### src/design/vadc_regs.svh
`ifndef VADC_REGS_SVH
`define VADC_REGS_SVH

// ****************************************
// register offsets (byte addresses)
// ****************************************
`define VADC_CTRL_ADDR       4'h0
`define VADC_STAT_ADDR       4'h4
`define VADC_SAMPLE_ADDR     4'h8
`define VADC_CLAMP_ADDR      4'hC

// ****************************************
// control fields
// ****************************************
`define VADC_CTRL_SEL_LO     0
`define VADC_CTRL_SEL_HI     1
`define VADC_CTRL_LEVEL_BIT  2
`define VADC_CTRL_FORMAT_BIT 3
`define VADC_CTRL_ENABLE_BIT 4
`define VADC_CTRL_PULSE_BIT  5
`define VADC_CTRL_RESET      6'h10

// ****************************************
// clamp references and codes
// ****************************************
`define VADC_REF_HIGH        8'h80
`define VADC_REF_LOW         8'h10
`define VADC_CODE_MIN        8'h00
`define VADC_CODE_MAX        8'hFF
`define VADC_CLAMP_UA        50
`define VADC_CLK_MAX_MHZ     30

`endif

### src/design/vadc_pkg.sv
package vadc_pkg;
    typedef enum logic [1:0] {
        VADC_CLAMP_OFF,
        VADC_CLAMP_SOURCE,
        VADC_CLAMP_SINK
    } vadc_clamp_t;

    // first member is the top bit: select sits in bits 1:0, clamp pulse in bit 5
    typedef struct packed {
        logic       clamp_pulse;
        logic       sample_output_enable_n;
        logic       output_format_select;
        logic       clamp_level_select;
        logic [1:0] sel;
    } vadc_ctrl_t;

    typedef struct packed {
        logic       underflow;
        logic       overflow;
        logic [8:0] level;
    } vadc_raw_t;
endpackage : vadc_pkg

### src/design/vadc_code.sv
`timescale 1ns/1ps
`include "vadc_regs.svh"
module vadc_code
    import vadc_pkg::*;
(
    // raw conversion result
    input  wire vadc_raw_t  raw,
    input  wire logic       twos,
    // coded sample
    output logic [7:0]      bin_code,
    output logic [7:0]      out_code
);
    always_comb begin
        if (raw.underflow) begin
            bin_code = `VADC_CODE_MIN;
        end else if (raw.overflow || raw.level[8]) begin
            bin_code = `VADC_CODE_MAX;
        end else begin
            bin_code = raw.level[7:0];
        end
        out_code = twos ? {~bin_code[7], bin_code[6:0]} : bin_code;
    end
endmodule : vadc_code

### src/design/vadc_ctl.sv
// Our own choices: the address map and the Avalon-MM register port.
`timescale 1ns/1ps
`include "vadc_regs.svh"
module vadc_ctl
    import vadc_pkg::*;
(
    // clock and reset
    input  wire logic        mclk,
    input  wire logic        srst,
    // avalon-mm slave
    input  wire logic [3:0]  avs_address,
    input  wire logic        avs_read,
    input  wire logic        avs_write,
    input  wire logic [31:0] avs_writedata,
    input  wire logic [3:0]  avs_byteenable,
    output logic [31:0]      avs_readdata,
    output logic             avs_waitrequest,
    // converter side
    input  wire vadc_raw_t   conv_raw,
    input  wire logic        conv_valid,
    // pins
    output logic             input_select_low_bit,
    output logic             input_select_high_bit,
    output logic [1:0]       video_input_route,
    output vadc_clamp_t      clamp_current,
    output logic [7:0]       sample_code_bits,
    output logic [7:0]       sample_code_bits_oe_n,
    output logic             sample_valid
);
    vadc_ctrl_t  ctrl_r, ctrl_nxt;
    logic [7:0]  code_r, code_nxt;
    logic [7:0]  bin_r, bin_nxt;
    logic        valid_r, valid_nxt;
    logic [1:0]  route_r, route_nxt;
    vadc_clamp_t clamp_r, clamp_nxt;
    logic [7:0]  oe_n_r, oe_n_nxt;
    logic [31:0] rdata_r, rdata_nxt;
    logic        ack_r, ack_nxt;
    logic [7:0]  bin_code;
    logic [7:0]  out_code;
    logic [7:0]  ref_lvl;

    // ****************************************
    // sample coding
    // ****************************************
    vadc_code u_code (
        .raw      (conv_raw),
        .twos     (ctrl_r.output_format_select),
        .bin_code (bin_code),
        .out_code (out_code)
    );

    function automatic logic [1:0] route_of(input logic [1:0] sel);
        case (sel)
            2'h0:    route_of = 2'h0;
            2'h2:    route_of = 2'h2;
            default: route_of = 2'h1;
        endcase
    endfunction : route_of

    // ****************************************
    // datapath and clamp
    // ****************************************
    always_comb begin
        ref_lvl   = ctrl_r.clamp_level_select ? `VADC_REF_HIGH : `VADC_REF_LOW;
        route_nxt = route_of(ctrl_r.sel);
        code_nxt  = code_r;
        bin_nxt   = bin_r;
        valid_nxt = conv_valid;
        if (conv_valid) begin
            code_nxt = out_code;
            bin_nxt  = bin_code;
        end
        // clamp compares the binary sample, not the output format
        if (!ctrl_r.clamp_pulse) begin
            clamp_nxt = VADC_CLAMP_OFF;
        end else if (bin_r < ref_lvl) begin
            clamp_nxt = VADC_CLAMP_SOURCE;
        end else if (bin_r > ref_lvl) begin
            clamp_nxt = VADC_CLAMP_SINK;
        end else begin
            clamp_nxt = VADC_CLAMP_OFF;
        end
        oe_n_nxt = {8{ctrl_r.sample_output_enable_n}};
    end

    // ****************************************
    // register slave
    // ****************************************
    always_comb begin
        ctrl_nxt  = ctrl_r;
        rdata_nxt = rdata_r;
        ack_nxt   = 1'b0;
        if ((avs_read || avs_write) && !ack_r) begin
            ack_nxt   = 1'b1;
            rdata_nxt = 32'h0000_0000;
            if (avs_address == `VADC_CTRL_ADDR) begin
                rdata_nxt[5:0] = ctrl_r;
                if (avs_write && avs_byteenable[0]) begin
                    ctrl_nxt = vadc_ctrl_t'(avs_writedata[5:0]);
                end
            end else if (avs_address == `VADC_STAT_ADDR) begin
                rdata_nxt[3:0] = {clamp_r, route_r};
            end else if (avs_address == `VADC_SAMPLE_ADDR) begin
                rdata_nxt[15:0] = {bin_r, code_r};
            end else if (avs_address == `VADC_CLAMP_ADDR) begin
                rdata_nxt[7:0] = ref_lvl;
            end
        end
    end

    always_ff @(posedge mclk) begin
        if (srst) begin
            ctrl_r  <= vadc_ctrl_t'(`VADC_CTRL_RESET);
            code_r  <= 8'h00;
            bin_r   <= 8'h00;
            valid_r <= 1'b0;
            route_r <= 2'h0;
            clamp_r <= VADC_CLAMP_OFF;
            oe_n_r  <= 8'hFF;
            rdata_r <= 32'h0000_0000;
            ack_r   <= 1'b0;
        end else begin
            ctrl_r  <= ctrl_nxt;
            code_r  <= code_nxt;
            bin_r   <= bin_nxt;
            valid_r <= valid_nxt;
            route_r <= route_nxt;
            clamp_r <= clamp_nxt;
            oe_n_r  <= oe_n_nxt;
            rdata_r <= rdata_nxt;
            ack_r   <= ack_nxt;
        end
    end

    // ****************************************
    // outputs
    // ****************************************
    assign avs_readdata          = rdata_r;
    assign avs_waitrequest       = ~ack_r;
    assign input_select_low_bit  = ctrl_r.sel[0];
    assign input_select_high_bit = ctrl_r.sel[1];
    assign video_input_route     = route_r;
    assign clamp_current         = clamp_r;
    assign sample_code_bits      = code_r;
    assign sample_code_bits_oe_n = oe_n_r;
    assign sample_valid          = valid_r;
endmodule : vadc_ctl

### config.mk
export PLATFORM = sky130hd
export DESIGN_NAME = vadc_ctl
export DESIGN_NICKNAME = d
export VERILOG_FILES = /design/src/design/vadc_pkg.sv /design/src/design/vadc_code.sv /design/src/design/vadc_ctl.sv
export VERILOG_INCLUDE_DIRS = /design/src /design/src/design
export SDC_FILE = /design/constraint.sdc
export NUM_CORES = 1
export LEC_CHECK = 0
export BUFFER_PORTS_ARGS = -buffer_cell sky130_fd_sc_hd__buf_2
export CAP_MARGIN = 10
export CORE_MARGIN = 1
export CORE_UTILIZATION = 25
export DETAILED_ROUTE_END_ITERATION = 10
export GPL_TIMING_DRIVEN = 0
export REMOVE_ABC_BUFFERS = 1
export SLEW_MARGIN = 20
export SYNTH_ARGS = -nofsm -noshare
export SYNTH_HDL_FRONTEND = slang
export SYNTH_HIERARCHICAL = 1
export SYNTH_SLANG_ARGS = --single-unit
### constraint.sdc
create_clock -name mclk -period 2.6 [get_ports mclk]
set_input_delay 0.52 -clock mclk [delete_from_list [all_inputs] [get_ports mclk]]
set_output_delay 0.52 -clock mclk [all_outputs]
set_load 0.03 [all_outputs]
==> reports/qor.yml, run 1 <==
cp.required_ns: 2.82
finalSetupViolCount: 0
dp_hpwl_mm: 3.723
p_per_area_nw_per_um2: 562.1
synthCells: 227
rsz0062_at_grt: "false"
final_antenna_net_count: 0
synth_compound_area_frac: 0.09834
clkTransAtPathRegs_ns: 0.08
finalHoldViolations: 0
finalClockSkew_ns: 0.004615
synthAdderAreaFrac: 0.01185
critical_path.cell_chain: "o21bai_4 -> nor3_1 -> o2111ai_1 -> a31oi_1"
die_w_um: 93.92
chipHeight_um: 93.92
synth_xor_area_frac: 0
synth_edf_count: 0
cpPeakStageDelay_ns: 0.59
dp_slack_ns: 0.6316
drt_wl_total_mm: 5.009
synth_seq_cells: 45
yosys.area.top_type: "dfxtp_1"
cts_resized: 0
worstPathArrival_ns: 1.91
boundaryPins: 112
status: "finished clean"
io_buffers: 66
cts_max_path_buffers: 2
vias: 1620
min_path_type: "input pin to flip-flop"
avgSynthCellArea_um2: 9.304
post-cts-setup-buffers: 0
layout-drive-gt1-share: 0.2915
synthTopCellsByCount: "nor2_1 (47), dfxtp_1 (45), buf_4 (30)"
nFillCells: 893
synth_simple_gate_area_frac: 0.1896
slowest_stage: "nor3_1"
die_area_um2: 8820
grt_pass1_wl_mm: 7.900
drcViolationCount: 0
synth_ff_type: "dfxtp_1"
clkLatencyLatePin_ns: 0.29
seq_area_frac_synth: 0.4265
layout-area-overhead-vs-synth_pct: 14.16
synth_mux_area_frac: 0.1185
ff_latch_area_um2: 900.9
cts_tree: "done"
core_um2: 8175
yosysTopAreaCellShare: 0.4265
crit_family: "compound AO/OA/AOI/OAI gates"
critPathMaxFanout: 19
nets: 329
multi_input_comb_area_um2: 943.4
fmax_ghz: 0.5909
wl_per_cell_um: 13.32
viasPerCell: 4.309
final_area_um2: 2411
yosysUniqueCellTypes: 35
peakVddDrop_uv: 245.1
yosys_warnings: 6
clockRootBuffer: "clkbuf_8"
htreeDepth: 2
worst-setup-path-type: "flip-flop to flip-flop"
synth_top_family_by_area: "simple AND/OR/NAND/NOR gates"
syn-cell-area_um2: 2112
grt_usage: 0.1176
min_period_ns: 1.692
cp.buffers_inverters: 0
grt_pass1_vias: 1489
drt_iter0_drc: 77
startpoint_type: "flip-flop"
dr.pass1.iters: 4
fin_ws_ns: 0.9077
insertedDiodeCount: 0
dpl_cell_area_um2: 2325
num_rows: 33
async_reset_ff_frac: 0
ctsHoldBuffers: 0
tns_ns: 0
maxCapViolCount: 0
cts_num_sinks: 45
utilization: 0.2949
place.gp.congestion: 0.7022
antenna_found_initial: 0
yosys-top-cells-area: "dfxtp_1 (43%), mux2i_1 (12%), buf_4 (11%), nor2_1 (8.4%), a22oi_1 (4.6%)"
power.leakage_nw: 1.065
worst_slew_pin_slew_ns: 0.7980
overflow: 0
drv_slew: 0
start_util: 0.2583
synth_most_common_cell: "nor2_1"
cts_buffers: 5
cp-end-kind: "flip-flop"
fin_crit_sh: 0.6509
grt_max_degree: 46
max_slew_margin: 0.4680
-- flip-flops by register name, summed over array words and instances (netlist names) --
name,flops
input_select_high_bit,1
sample_code_bits_oe_n,1
bin_r,8
sample_code_bits,8
video_input_route,2
avs_readdata,16
input_select_low_bit,1
sample_valid,1
ctrl_r,4
ack_r,1
clamp_current,2
-- through the flow --
stage,total power [mW],hold slack (ns),std cells
2_1_floorplan,0.8511,0.4315,198
3_3_place_gp,0.9293,0.4624,369
3_5_place_dp,0.9330,0.4623,369
4_1_cts,1.373,0.4327,376
5_1_grt,1.422,0.4434,376
6_report,1.355,0.4362,376
-- final cells by class --
cell class,instances,share of cell area
Sequential cell,45,0.3736
Multi-Input combinational cell,148,0.3913
Inverter,5,0.007784
Tap cell,105,0.05449
Clock buffer,7,0.03581
Timing Repair Buffer,66,0.1370
-- worst register-to-register path: stages (launching register included) --
cell and delay [ns]:
dfxtp_1 0.33, o21bai_4 0.30, nor3_1 0.60, o2111ai_1 0.23, a31oi_1 0.17
-- routing by layer --
metal / vias up / routed length (um) / GRT usage
li1: 818 / - / -
met3: 4 / 304 / 0.02994
met4: 0 / 41 / 0.03077
met1: 736 / 2340 / 0.1474
met5: - / 0 / 0
met2: 62 / 2323 / 0.1989
-- final timing paths --
path	from	end	slack [ns]	cells after the start
max	ack_r	avs_readdata[4]	0.91	4
min	avs_writedata[4]	ctrl_r[4]	0.44	2
max reg2reg	ack_r	avs_readdata[4]	0.91	4
min reg2reg	ctrl_r[4]	sample_code_bits_oe_n[0]	0.48	1
-- power by group --
group / switching, mW / total (mW) / internal, mW
registers: 0.0145 / 0.722 / 0.708
logic: 0.133 / 0.192 / 0.0582
clock network: 0.230 / 0.441 / 0.211
-- logic make-up after synthesis --
| kind of cell | Yosys count |
|---|---|
| AO/OA/AOI/OAI | 26 |
| AND/OR/NAND/NOR | 79 |
| flip-flops | 45 |
| buffers and inverters | 49 |
| adder cells (fa/ha/maj) | 2 |
| multiplexers | 25 |
| other | 1 |
-- layout by cell type (no fill, tap or decap), types with 2 or more instances in the layout --
master      n
a22oi_1    13
dfxtp_1    45
o2bb2ai_1   4
clkbuf_8    6
conb_1     16
nor2b_1     2
nor2_1     47
nor3_1      9
buf_2      66
inv_1       5
nand2_1     6
a31oi_1     2
nor3b_1     2
ha_1        2
or2_2       2
mux2i_1    25
nand3_1     2
No activity file was read; power rests on OpenSTA's default activity.
==> run 2: changes to the inputs <==
==> constraint.sdc (replaced) <==
create_clock -name mclk -period 1.6 [get_ports mclk]
set_input_delay 0.32 -clock mclk [delete_from_list [all_inputs] [get_ports mclk]]
set_output_delay 0.32 -clock mclk [all_outputs]
set_load 0.03 [all_outputs]
==> run 2 against run 1 <==
Against the previous run: maximum frequency rose by 17%; final cell count rose by 0.27%; global-route usage is 0.14 points higher; count of clock-buffer cells in the layout stayed put; worst hold slack worse by 0.20 ns; critical path depth rose by 1; via count rose by 1.3%; sequential power increased by 62%; routed wire length is 1.1% higher; clock skew decreased by 0.00084 ns; critical endpoint is now clamp_current[1].
==> reports/qor.yml, run 2 (synthesis gave the netlist of run 1 again) <==
layout_common_cells: "buf_2 (66), nor2_1 (47), dfxtp_1 (45)"
grt_max_degree: 46  # unchanged
final_common_cell: "buf_2"
worstPathArrival_ns: 1.60  # -0.31 ns
overflow: 0  # unchanged
num_rows: 33  # unchanged
pwr-share-seq: 0.532  # about the same
dr.pass1.iters: 4  # unchanged
finalClockSkew_ns: 0.003776  # -0.0008385 ns
rsz0062_at_grt: "false"
htreeDepth: 2  # unchanged
start_util: 0.2583  # unchanged
final_cells: 377  # +0.27%
largest_reg_flops: 16  # unchanged
final_antenna_net_count: 0  # unchanged
fmax_ghz: 0.6891  # +17%
status: "finished clean"
die_area_um2: 8820  # unchanged
drv_slew: 0  # unchanged
wl_per_cell_um: 13.43  # +0.79%
cp.required_ns: 1.75  # -1.07 ns
chipHeight_um: 93.92  # unchanged
cts_max_path_buffers: 2  # unchanged
io_buffers: 66  # unchanged
power.internal_mw: 1.590  # +63%
utilization: 0.2980  # +0.003061
worst-setup-path-type: "flip-flop to flip-flop"
grt_usage: 0.1189  # +0.001369
nets: 330  # +0.30%
insertedDiodeCount: 0  # unchanged
clockRootBuffer: "clkbuf_8"
cp-end-kind: "flip-flop"
clkLatencyLatePin_ns: 0.29  # about the same
max_slew_margin: 0.4707  # +0.002712
p_sw_mw: 0.6178  # +63%
cts_num_sinks: 45  # unchanged
drt_wl_total_mm: 5.062  # +1.1%
cts_tree: "done"
viasPerCell: 4.353  # +1.0%
multi_input_comb_area_um2: 948.4  # +0.53%
maxCapViolCount: 0  # unchanged
p_per_area_nw_per_um2: 906.3  # +61%
power.leakage_nw: 1.074  # +0.86%
clock_power_share: 0.326  # about the same
startpoint_type: "flip-flop"
fin_crit_sh: 0.9070  # +0.2561
ff_latch_area_um2: 900.9  # unchanged
cts_buffers: 5  # unchanged
min_period_ns: 1.451  # -0.2412 ns
layout-area-overhead-vs-synth_pct: 15.34
drcViolationCount: 0  # unchanged
tns_ns: 0  # unchanged
grt_pass1_wl_mm: 7.983  # +1.1%
clkTransAtPathRegs_ns: 0.08  # about the same
finalHoldViolations: 0  # unchanged
place.gp.congestion: 0.7022  # unchanged
power_frac_comb: 0.143  # +0.002
layout-drive-gt1-share: 0.2978  # +0.006281
boundaryPins: 112  # unchanged
finalSetupViolCount: 0  # unchanged
peakVddDrop_uv: 402.1  # +64%
worst_slew_pin_slew_ns: 0.7939  # -0.004068 ns
die_w_um: 93.92  # unchanged
placedCellCount: 369  # unchanged
drt_iter0_drc: 69  # -10%
dp_hpwl_mm: 3.723  # unchanged
nFillCells: 890  # -0.34%
critPathMaxFanout: 4  # -15
vias: 1641  # +1.3%
core_um2: 8175  # unchanged
grt_pass1_vias: 1506  # +1.1%
switching_share: 0.2798  # +0.0008750
min_path_type: "input pin to flip-flop"
antenna_found_initial: 0  # unchanged
run 2: cell count changes in the layout (fill, tap and decap cells not counted):
cell,delta
nor3_2,+1
buf_12,+1
nor3_1,-1
run 2: critical path: stages (launching register included):
cell	delay [ns]
dfxtp_1	0.41
inv_1	0.09
ha_1	0.30
nor4b_1	0.23
and4b_1	0.24
nor4_1	0.05
run 2: final timing paths:
path                                        from                        to  slack (ns)  depth (start not counted)
worst max-delay path                   ctrl_r[2]          clamp_current[1]        0.15                          5
worst min-delay path            avs_writedata[4]                 ctrl_r[4]        0.23                          2
worst max register to register         ctrl_r[2]          clamp_current[1]        0.15                          5
worst min register to register         ctrl_r[4]  sample_code_bits_oe_n[0]        0.48                          1
run 2: stage by stage:
stage                     area [um2]  hold slack [ns]  power, mW  worst slack (ns)
after floorplan                 1863           0.3894      1.383           -0.5309
after global placement          2325           0.4624      1.510           -0.1419
final                           2436           0.2331      2.208            0.1488
after CTS                       2436           0.2327      2.234            0.1403
after global routing            2436           0.2434      2.314         0.0002569
after detailed placement        2325           0.4623      1.516           -0.1684
run 2: repair_timing:
action / CTS / global route
setup buffers: 1 / 0
hold buffers: 0 / 0
endpoints found under the setup margin: 12 / 0
resized for setup: 1 / 0
run 2: power groups by stage:
stage,clock network (mW),logic [mW],registers [mW]
2_1_floorplan,0,0.154,1.23
3_3_place_gp,0,0.311,1.20
3_5_place_dp,0,0.316,1.20
4_1_cts,0.740,0.320,1.17
5_1_grt,0.789,0.347,1.18
6_report,0.719,0.315,1.17
run 2: routing by layer:
metal / global-route usage / wire, um / vias to the layer above
li1: - / - / 818
met1: 0.1484 / 2347 / 749
met2: 0.1995 / 2341 / 68
met3: 0.03074 / 297 / 6
met4: 0.03590 / 76 / 0
met5: 0 / 0 / -
run 2: final cells by class:
class,instances,area share
multi-input combinational,148,0.3893
sequential,45,0.3698
timing repair buffer,67,0.1438
tap,105,0.05393
clock buffer,7,0.03544
inverter,5,0.007704
==> run 3: changes to the inputs <==
--- a/config.mk
+++ b/config.mk
@@ -12,6 +12,7 @@
 export CORE_UTILIZATION = 25
 export DETAILED_ROUTE_END_ITERATION = 10
 export GPL_TIMING_DRIVEN = 0
+export PLACE_DENSITY_LB_ADDON = 0.2
 export REMOVE_ABC_BUFFERS = 1
 export SLEW_MARGIN = 20
 export SYNTH_ARGS = -nofsm -noshare
==> constraint.sdc (replaced) <==
create_clock -name mclk -period 1.4 [get_ports mclk]
set_input_delay 0.28 -clock mclk [delete_from_list [all_inputs] [get_ports mclk]]
set_output_delay 0.28 -clock mclk [all_outputs]
set_load 0.03 [all_outputs]
==> run 3 against run 2 <==
Against the previous run: critical path depth stayed put; first-iteration DRC count is 1.4% lower; sequential power is 15% higher; routed wire length is 0.95% higher; flip-flop and latch count stayed put; sequential share of layout area is 0.58 points lower; clock skew is 0.0012 ns higher; final area is 1.7% higher; via count is 0.55% lower; critical path type is now input pin to flip-flop; critical endpoint is now ctrl_r[4].
==> reports/qor.yml, run 3 (synthesis gave the netlist of run 1 again) <==
status: "finished clean"
fin_crit_sh: 0.9484
finalSetupViolCount: 0  # unchanged
startpoint_type: "input pin"
peakVddDrop_uv: 315.2  # -22%
die_area_um2: 8820  # unchanged
cts_max_path_buffers: 2  # unchanged
maxCapViolCount: 0  # unchanged
fmax_ghz: 0.7531
insertedDiodeCount: 0  # unchanged
reg2reg_slack_ns: 0.10  # -0.05 ns
r2r-end: "clamp_current[1]"
viasPerCell: 4.306  # -1.1%
drcViolationCount: 0  # unchanged
grt_max_degree: 46  # unchanged
placedCellCount: 369  # unchanged
finalClockSkew_ns: 0.004951  # +0.001175 ns
timing.rr.start: "ctrl_r[2]"
worstPathArrival_ns: 1.52  # -0.08 ns
cp.required_ns: 1.59  # -0.16 ns
nets: 332  # +0.61%
power.leakage_nw: 1.089  # +1.3%
cts_tree: "done"
hold_slack_ns: 0.1923  # -0.04074 ns
final_antenna_net_count: 0  # unchanged
clockRootBuffer: "clkbuf_8"
min_from: "avs_writedata[4]"
tns_ns: 0  # unchanged
slowest_stage: "and4_2"
final_cells: 379  # +0.53%
antenna_found_initial: 0  # unchanged
clkTransAtPathRegs_ns: 0.08  # about the same
crit_family: "simple AND/OR/NAND/NOR gates"
fin_ws_ns: 0.07217  # -0.07667 ns
overflow: 0  # unchanged
finalHoldViolations: 0  # unchanged
drv_slew: 0  # unchanged
largest_reg_flops: 16  # unchanged
cts_num_sinks: 45  # unchanged
layout-drive-gt1-share: 0.3212  # +0.02337
max_slew_margin: 0.4469  # -0.02379
grt_pass1_vias: 1503  # -0.20%
core_um2: 8175  # unchanged
cpPeakStageDelay_ns: 0.42  # about the same
worst-setup-path-type: "input pin to flip-flop"
critical_path.cell_chain: "buf_2 -> nor4_4 -> and4_2 -> nor2b_2 -> a211o_1"
dp_hpwl_mm: 3.576  # -3.9%
start_util: 0.2583  # unchanged
cp.buffers_inverters: 1  # unchanged
ctsHoldBuffers: 0  # unchanged
layout_common_cells: "buf_2 (66), nor2_1 (47), dfxtp_1 (44)"
clkLatencyLatePin_ns: 0.30  # about the same
min_to: "ctrl_r[4]"
chipHeight_um: 93.92  # unchanged
place.gp.congestion: 0.7229  # +2.9%
num_rows: 33  # unchanged
cp-end-kind: "flip-flop"
io_buffers: 66  # unchanged
dr.pass1.iters: 4  # unchanged
final_common_cell: "buf_2"
p_per_area_nw_per_um2: 1027  # +13%
power_mw: 2.546  # +15%
htreeDepth: 2  # unchanged
worst_slew_pin_slew_ns: 0.8296  # +0.03568 ns
wl_per_cell_um: 13.48  # +0.42%
min_path_type: "input pin to flip-flop"
vias: 1632  # -0.55%
layout-area-overhead-vs-synth_pct: 17.36
drt_wl_total_mm: 5.110  # +0.95%
cts_buffers: 5  # unchanged
rsz0062_at_grt: "false"
drt_iter0_drc: 68  # -1.4%
grt_usage: 0.1207  # +0.001794
die_w_um: 93.92  # unchanged
grt_pass1_wl_mm: 8.024  # +0.51%
dp_slack_ns: -0.3349  # -0.1665 ns
whs_path_depth: 2  # unchanged
ff2ff_path_depth: 5  # unchanged
critPathMaxFanout: 7  # +3
boundaryPins: 112  # unchanged
min_period_ns: 1.328
[run 3: per-stage QoR]
| stage | area [um2] | util |
|---|---|---|
| after detailed placement | 2325 | 0.2844 |
| final | 2479 | 0.3032 |
| after global placement | 2325 | 0.2844 |
| after CTS | 2454 | 0.3001 |
| after global routing | 2479 | 0.3032 |
| after floorplan | 1863 | - |
[run 3: report_power, final]
group,leakage [nW],total (mW),switching (mW),internal (mW)
clock network,0.0443,0.827,0.434,0.392
logic,0.678,0.376,0.256,0.120
registers,0.367,1.34,0.0283,1.31
[run 3: final cells by class]
cell class	count	area [um2]
clock buffers	7	86.33
fillers	890	5697
inverters	5	18.77
multi-input cells	148	974.7
flip-flops and latches	45	902.1
well taps	105	131.4
repair buffers	69	365.4
[run 3: what timing repair did]
action / in CTS / in global routing
resized for setup: 3 / 3
buffers inserted: 3 / 0
gates cloned: 0 / 0
pin swaps: 1 / 2
endpoints found under the setup margin: 21 / 1
[run 3: worst max-delay path by stage]
stage / from / to / slack, ns / cells past startpoint
2_1_floorplan: sample_code_bits_oe_n[0] / sample_code_bits_oe_n[0] / -0.69 / 0
3_3_place_gp: avs_address[2] / avs_readdata[5] / -0.34 / 5
3_5_place_dp: avs_address[2] / avs_readdata[15] / -0.33 / 5
4_1_cts: ctrl_r[2] / clamp_current[1] / 0.007 / 5
5_1_grt: ack_r / avs_readdata[4] / 0.002 / 4
6_report: avs_address[1] / ctrl_r[4] / 0.07 / 5
[run 3: metal layers]
layer,global-route usage,vias to the layer above,share of wire
met2,0.1837,63,0.44
met4,0.04231,0,0.013
met5,0,-,0
met1,0.1640,738,0.48
li1,-,823,-
met3,0.03074,8,0.068
